===== src/pkg/imdec_pkg.sv =====
package imdec_pkg;

	// ----------------------------------------
	// internal space base and layout selection
	// ----------------------------------------
	localparam logic [15:0] BASE_RESET = 16'hff00;
	localparam logic [1:0] LAYOUT_SECURE = 2'b10;
	localparam logic [1:0] SIZE_WORD = 2'b10;
	localparam int SPACE_LEGACY_BITS = 16;
	localparam int SPACE_WIDE_BITS = 18;

	// ----------------------------------------
	// region offsets inside the internal space
	// ----------------------------------------
	localparam logic [15:0] SYS_LO = 16'h0000;
	localparam logic [15:0] SYS_HI = 16'h09ff;
	localparam logic [15:0] USB_LO = 16'h0a00;
	localparam logic [15:0] USB_HI = 16'h0a1f;
	localparam logic [15:0] SER2_LO = 16'h0a20;
	localparam logic [15:0] SER2_HI = 16'h0a3f;
	localparam logic [15:0] SER3_LO = 16'h0a40;
	localparam logic [15:0] SER3_HI = 16'h0a77;
	localparam logic [15:0] PORTE_LO = 16'h0ac8;
	localparam logic [15:0] PORTE_HI = 16'h0adf;
	localparam logic [15:0] CPM_LO = 16'h0a78;
	localparam logic [15:0] CPM_HI = 16'h0dff;
	localparam logic [15:0] ETH1_LO = 16'h0e00;
	localparam logic [15:0] ETH1_HI = 16'h0fff;
	localparam logic [15:0] ETH2_LO = 16'h1e00;
	localparam logic [15:0] ETH2_HI = 16'h1fff;
	localparam logic [15:0] ETH2_SHIFT = 16'h1000;
	localparam logic [15:0] DPRAM_LO = 16'h2000;
	localparam logic [15:0] DPRAM_HI = 16'h2fff;
	localparam logic [15:0] DPRAMX_LO = 16'h3000;
	localparam logic [15:0] DPRAMX_HI = 16'h3bff;
	localparam logic [17:0] SEC_LO = 18'h2_0000;

	// ----------------------------------------
	// types
	// ----------------------------------------
	typedef enum logic [3:0] {
		RG_NONE, RG_SYS, RG_USB, RG_SER2, RG_SER3, RG_CPM, RG_PORTE,
		RG_ETH1, RG_ETH2, RG_DPRAM, RG_DPRAMX, RG_SEC
	} imdec_region_e;

	typedef struct packed {
		logic valid;
		logic [31:0] addr;
		logic write;
		logic [1:0] size;
	} imdec_req_s;

	typedef struct packed {
		logic valid;
		logic hit;
		imdec_region_e region;
		logic [17:0] local_off;
		logic write;
		logic size_err;
	} imdec_resp_s;

endpackage

===== src/core/imdec_decoder.sv =====
module imdec_decoder (
	// clock and reset
	input wire logic sys_clk,
	input wire logic rst,
	// internal space base load
	input wire logic base_wr,
	input wire logic [15:0] base_wdata,
	// request from internal masters
	input imdec_pkg::imdec_req_s req,
	// decoded answer
	output imdec_pkg::imdec_resp_s resp,
	output logic [15:0] internal_space_base
);

	// ----------------------------------------
	// internal map base register
	// ----------------------------------------
	always_ff @(posedge sys_clk) begin
		if (rst) begin
			internal_space_base <= imdec_pkg::BASE_RESET;
		end else if (base_wr) begin
			internal_space_base <= base_wdata;
		end
	end

	// ----------------------------------------
	// space match and offset
	// ----------------------------------------
	logic sec_mode;
	logic in_space;
	logic [17:0] req_off;

	always_comb begin
		// only code 10 widens the space; 01 and 11 stay legacy
		sec_mode = internal_space_base[1:0] == imdec_pkg::LAYOUT_SECURE;
		if (sec_mode) begin
			// one contiguous 256K block on a 256K boundary
			in_space = req.addr[31:18] == internal_space_base[15:2];
			req_off = req.addr[17:0];
		end else begin
			// legacy 64K block
			in_space = req.addr[31:16] == internal_space_base;
			req_off = {2'b00, req.addr[15:0]};
		end
	end

	// ----------------------------------------
	// stage one
	// ----------------------------------------
	imdec_pkg::imdec_region_e lut_region;
	logic [15:0] lut_local;
	logic s1_valid;
	logic s1_in;
	logic s1_sec;
	logic s1_gap;
	logic s1_write;
	logic s1_word;
	logic [16:0] s1_sec_local;

	imdec_region_lut u_lut (
		.sys_clk(sys_clk),
		.rst(rst),
		.off(req_off[15:0]),
		.region(lut_region),
		.local_off(lut_local)
	);

	always_ff @(posedge sys_clk) begin
		if (rst) begin
			s1_valid <= 1'b0;
			s1_in <= 1'b0;
			s1_sec <= 1'b0;
			s1_gap <= 1'b0;
			s1_write <= 1'b0;
			s1_word <= 1'b0;
			s1_sec_local <= 17'h0_0000;
		end else begin
			s1_valid <= req.valid;
			s1_in <= in_space;
			s1_sec <= req_off[17];
			// 0x10000-0x1FFFF of the wide block is not decoded
			s1_gap <= req_off[16] && !req_off[17];
			s1_write <= req.write;
			s1_word <= req.size == imdec_pkg::SIZE_WORD && req.addr[1:0] == 2'b00;
			s1_sec_local <= req_off[16:0];
		end
	end

	// ----------------------------------------
	// stage two: registered answer
	// ----------------------------------------
	always_ff @(posedge sys_clk) begin
		if (rst) begin
			resp <= '0;
		end else begin
			resp.valid <= s1_valid;
			resp.write <= s1_write;
			resp.size_err <= 1'b0;
			if (!s1_in || s1_gap) begin
				resp.hit <= 1'b0;
				resp.region <= imdec_pkg::RG_NONE;
				resp.local_off <= 18'h0_0000;
			end else if (s1_sec) begin
				resp.hit <= 1'b1;
				resp.region <= imdec_pkg::RG_SEC;
				resp.local_off <= {1'b0, s1_sec_local};
				resp.size_err <= s1_valid && !s1_word;
			end else begin
				resp.hit <= lut_region != imdec_pkg::RG_NONE;
				resp.region <= lut_region;
				resp.local_off <= {2'b00, lut_local};
			end
		end
	end

	logic past_ok;
	always_ff @(posedge sys_clk) begin
		if (rst) begin
			past_ok <= 1'b0;
		end else begin
			past_ok <= s1_valid || past_ok || req.valid;
		end
	end
endmodule // imdec_decoder


===== src/core/imdec_region_lut.sv =====
module imdec_region_lut (
	// clock and reset
	input wire logic sys_clk,
	input wire logic rst,
	// offset in
	input wire logic [15:0] off,
	// registered decode out
	output imdec_pkg::imdec_region_e region,
	output logic [15:0] local_off
);

	// ----------------------------------------
	// low 64 Kbyte region table
	// ----------------------------------------
	always_ff @(posedge sys_clk) begin
		if (rst) begin
			region <= imdec_pkg::RG_NONE;
			local_off <= 16'h0000;
		end else if (off <= imdec_pkg::SYS_HI) begin
			region <= imdec_pkg::RG_SYS;
			local_off <= off - imdec_pkg::SYS_LO;
		end else if (off >= imdec_pkg::USB_LO && off <= imdec_pkg::USB_HI) begin
			region <= imdec_pkg::RG_USB;
			local_off <= off - imdec_pkg::USB_LO;
		end else if (off >= imdec_pkg::SER2_LO && off <= imdec_pkg::SER2_HI) begin
			region <= imdec_pkg::RG_SER2;
			local_off <= off - imdec_pkg::SER2_LO;
		end else if (off >= imdec_pkg::SER3_LO && off <= imdec_pkg::SER3_HI) begin
			region <= imdec_pkg::RG_SER3;
			local_off <= off - imdec_pkg::SER3_LO;
		end else if (off >= imdec_pkg::PORTE_LO && off <= imdec_pkg::PORTE_HI) begin
			region <= imdec_pkg::RG_PORTE;
			local_off <= off - imdec_pkg::PORTE_LO;
		end else if (off >= imdec_pkg::CPM_LO && off <= imdec_pkg::CPM_HI) begin
			region <= imdec_pkg::RG_CPM;
			local_off <= off - imdec_pkg::CPM_LO;
		end else if (off >= imdec_pkg::ETH1_LO && off <= imdec_pkg::ETH1_HI) begin
			region <= imdec_pkg::RG_ETH1;
			local_off <= off - imdec_pkg::ETH1_LO;
		end else if (off >= imdec_pkg::ETH2_LO && off <= imdec_pkg::ETH2_HI) begin
			region <= imdec_pkg::RG_ETH2;
			// same register order as the first controller
			local_off <= off - imdec_pkg::ETH2_SHIFT - imdec_pkg::ETH1_LO;
		end else if (off >= imdec_pkg::DPRAM_LO && off <= imdec_pkg::DPRAM_HI) begin
			region <= imdec_pkg::RG_DPRAM;
			local_off <= off - imdec_pkg::DPRAM_LO;
		end else if (off >= imdec_pkg::DPRAMX_LO && off <= imdec_pkg::DPRAMX_HI) begin
			region <= imdec_pkg::RG_DPRAMX;
			local_off <= off - imdec_pkg::DPRAMX_LO;
		end else begin
			region <= imdec_pkg::RG_NONE;
			local_off <= 16'h0000;
		end
	end

endmodule // imdec_region_lut


===== config.mk =====
export PLATFORM = sky130hd
export DESIGN_NAME = imdec_decoder
export DESIGN_NICKNAME = d
export VERILOG_FILES = /design/src/pkg/imdec_pkg.sv /design/src/core/imdec_decoder.sv /design/src/core/imdec_region_lut.sv
export SDC_FILE = /design/constraint.sdc
export NUM_CORES = 1
export LEC_CHECK = 0
export BUFFER_PORTS_ARGS = -buffer_cell sky130_fd_sc_hd__buf_4
export CORE_AREA = 2 2 99 101
export CTS_CLUSTER_DIAMETER = 40
export DETAILED_ROUTE_END_ITERATION = 10
export DIE_AREA = 0 0 101 103
export PLACE_DENSITY = 0.8
export SLEW_MARGIN = 20
export SYNTH_ARGS = -nofsm -noshare
export SYNTH_HDL_FRONTEND = slang
export SYNTH_SLANG_ARGS = --single-unit

===== constraint.sdc =====
create_clock -name sys_clk -period 8.09 [get_ports sys_clk]
set_clock_uncertainty 0.1 [all_clocks]
set_input_delay 0 -clock sys_clk [delete_from_list [all_inputs] [get_ports sys_clk]]
set_output_delay 0 -clock sys_clk [all_outputs]
set_load 0.005 [all_outputs]

==> results.yml <==
status:
  status: "finished, final reports clean"
synth:
  async_flop_share_pct: 0
  synth_warnings: 0
  synth_fp_nets: 713
  synth_edf_count: 0
  synth_seq_cells: 84
  syn_inst: 633
  ys_seq_area_share_pct: 32.5
  synth_area_mm2: 0.00517
  synth_cell_types: 74
  avgSynthCellArea_um2: 8.16
  synth_ff_type: "dfxtp_1"
layout:
  layout_common_cells: "buf_4, nor2_1, dfxtp_1, dlygate4sd3_1, nand2_1"
  final_design_area_no_fill_mm2: 0.00652
  final_util_pct: 69.0
  mostFrequentLayoutCell: "buf_4"
  drive_above_1_share_pct: 18.0
  finalNetCount: 825
  antenna_cells: 0
  areaGrowthSynthToFinish_pct: 26.2
pwr:
  power.internal_mw: 0.696
  total_power_mw: 0.976
  cellPowerDensity_mw_per_mm2: 150
  pwr-share-seq_pct: 45.0
  p_sw_share_pct: 28.7
  ir_drop_v: 0.0000843
  p_leak_nw: 2.70
  pwr-share-comb_pct: 19.8
  p_sw_mw: 0.280
  clkPwrFrac_pct: 35.2
clock_network:
  cts_tree: "done"
  ctsResizeCount: 0
  clock_path_buffers: 2
  cts_made_buffers: 9
  clk_latency_ns: 0.35
  cts_max_level: 3
  path_clk_slew_ns: 0.09
  post-cts-setup-buffers: 0
  clock_sinks: 84
  cts_root_buffer: "clkbuf_8"
placed_design:
  io_buffers: 95
  hpwlAfterDp_um: 12300
  gp_congestion: 1.09
  dpl_cell_area_mm2: 0.00584
worst_setup_path:
  crit_end: "u_lut.local_off[4]"
  critPathArrivalTime_ns: 3.34
  end_kind: "flop"
  crit_path_max_fanout: 14
  r2r_cells: 5
  critPathLaunch: "req[17]"
  r2r-start: "internal_space_base[13]"
  reg2reg_to: "s1_in"
  r2r_slack_ns: 5.74
  required_ns: 8.22
  worstSetupPathType: "primary input to flop"
  startpoint_type: "primary input"
timing:
  timing.hold.ws_ns: 0.0327
  slew_viol_final: 0
  finalCriticalPeriod_ns: 3.21
  finalCritPeriodShare_pct: 39.7
  slew_headroom_pct: 53.9
  max_clock_freq_mhz: 311
  finalHoldViolations: 0
  tns_ns: 0
  rsz0062_at_grt: "no"
  worst_pin_slew_ns: 0.692
  setup_violations: 0
global_routing:
  grtUsageTotal_pct: 34.1
  grt_max_degree: 53
  grt_pass1_wl_um: 27200
  grt_antenna_before_repair: 0
  grt-ovfl-total: 0
  grt_pass1_vias: 5085
drt:
  first_pass_iters: 6
  wl_per_cell_um: 21.0
  ant_nets: 0
  drtIter0Drc: 564
  num_vias: 5374
  via_per_inst: 6.22
  drcViolationCount: 0
  totalWireLength_um: 18100
floorplan:
  io_pins: 97
  die_area_mm2: 0.0104
  core-area_mm2: 0.00946
  placementRows: 36
  dieHeight_um: 103
  start_util_pct: 54.6
  fp.dieW_um: 101
min_path:
  hold_class: "primary input to flop"
job:
  drv_cap: 0
[area by class of cell]
type / count / area, µm²
well taps: 114 / 143
fillers: 741 / 2940
inverters: 14 / 52.6
flip-flops and latches: 84 / 1680
clock inverters: 7 / 105
repair buffers: 140 / 1160
clock buffers: 9 / 124
multi-input cells: 496 / 3250
[critical path, cell delays in order]
cell	delay, ns
dlygate4sd3_1	0.53
buf_4	0.16
inv_1	0.19
ha_1	0.31
and4b_1	0.41
nand4_1	0.13
nand3_1	0.15
and2_1	0.53
nor2_1	0.29
nand3_1	0.17
o211ai_1	0.18
a22o_1	0.28
[worst min-delay path by stage]
stage | startpoint | end | depth (start not counted)
2_1_floorplan | req[20] | s1_gap | 1
3_3_place_gp | req[20] | s1_gap | 2
3_5_place_dp | req[20] | s1_gap | 2
4_1_cts | base_wr | internal_space_base[7] | 3
5_1_grt | base_wr | internal_space_base[7] | 3
6_report | base_wr | internal_space_base[7] | 3
[Yosys cell counts, types with 4 or more instances]
library cell / instances / area [µm²]
dfxtp_1: 84 / 1680
nor2_1: 84 / 315
nand2_1: 42 / 158
a21oi_1: 30 / 150
nand3_1: 27 / 135
nor2b_1: 27 / 169
ha_1: 25 / 313
mux2i_1: 24 / 240
o21ai_0: 24 / 120
xnor2_1: 24 / 210
nor3_1: 19 / 95.1
clkbuf_1: 18 / 67.6
inv_1: 12 / 45.0
nand4_1: 12 / 75.1
and2_1: 10 / 62.6
buf_2: 10 / 50.1
a211oi_1: 9 / 67.6
a211o_1: 8 / 70.1
a21o_1: 8 / 60.1
and3_1: 8 / 50.1
a31oi_1: 7 / 43.8
buf_1: 7 / 26.3
nor4_1: 7 / 43.8
o211ai_1: 7 / 52.6
o31ai_1: 7 / 52.6
nand2b_1: 6 / 37.5
xor2_1: 6 / 52.6
nor3_2: 5 / 50.1
a22o_1: 4 / 35.0
a31o_2: 4 / 35.0
o211a_1: 4 / 40.0
[state kept, by name (all words and copies together) (netlist names)]
signal and cells:
u_lut.local_off 16, s1_valid 1, s1_word 1, s1_sec 1, s1_in 1, u_lut.region 4
resp 25, s1_gap 1, internal_space_base 16, s1_sec_local 17, s1_write 1
[power by group through the flow]
| stage | clock network, mW | logic [mW] | registers, mW |
|---|---|---|---|
| floorplan | 0 | 0.105 | 0.446 |
| global placement | 0 | 0.167 | 0.447 |
| detailed placement | 0 | 0.167 | 0.448 |
| CTS | 0.349 | 0.185 | 0.438 |
| global route | 0.366 | 0.207 | 0.441 |
| finish | 0.343 | 0.194 | 0.439 |
[kinds of logic after synthesis]
logic type / count (synthesis) / share of synthesized area, %
DFF: 84 / 32.5
buffers and inverters: 53 / 4.53
muxes: 24 / 4.65
and+or+nand+nor: 272 / 27.6
adders and majority gates: 25 / 6.05
other: 1 / 0.0726
xor gates and xnor gates: 30 / 5.08
AOI/OAI and AO/OA: 144 / 19.4
[through the flow]
| stage | instances | setup slack [ns] |
|---|---|---|
| 3_5_place_dp | 803 | 4.79 |
| 5_1_grt | 864 | 4.78 |
| 4_1_cts | 864 | 5.00 |
| 3_3_place_gp | 803 | 4.84 |
| 6_report | 864 | 4.88 |
| 2_1_floorplan | 633 | 5.32 |
[layer usage]
metal,vias to the layer above,track usage [%],wire length [µm]
li1,2468,-,-
met1,2476,41.5,7060
met2,346,56.6,8550
met3,84,6.85,1520
met4,0,19.2,1000
met5,-,0,0
[repair_timing]
action,in CTS,in global routing
hold buffers,45,0
endpoints found under the setup margin,0,0
endpoints found under the hold margin,41,0
(Power assumes the default switching activity.)
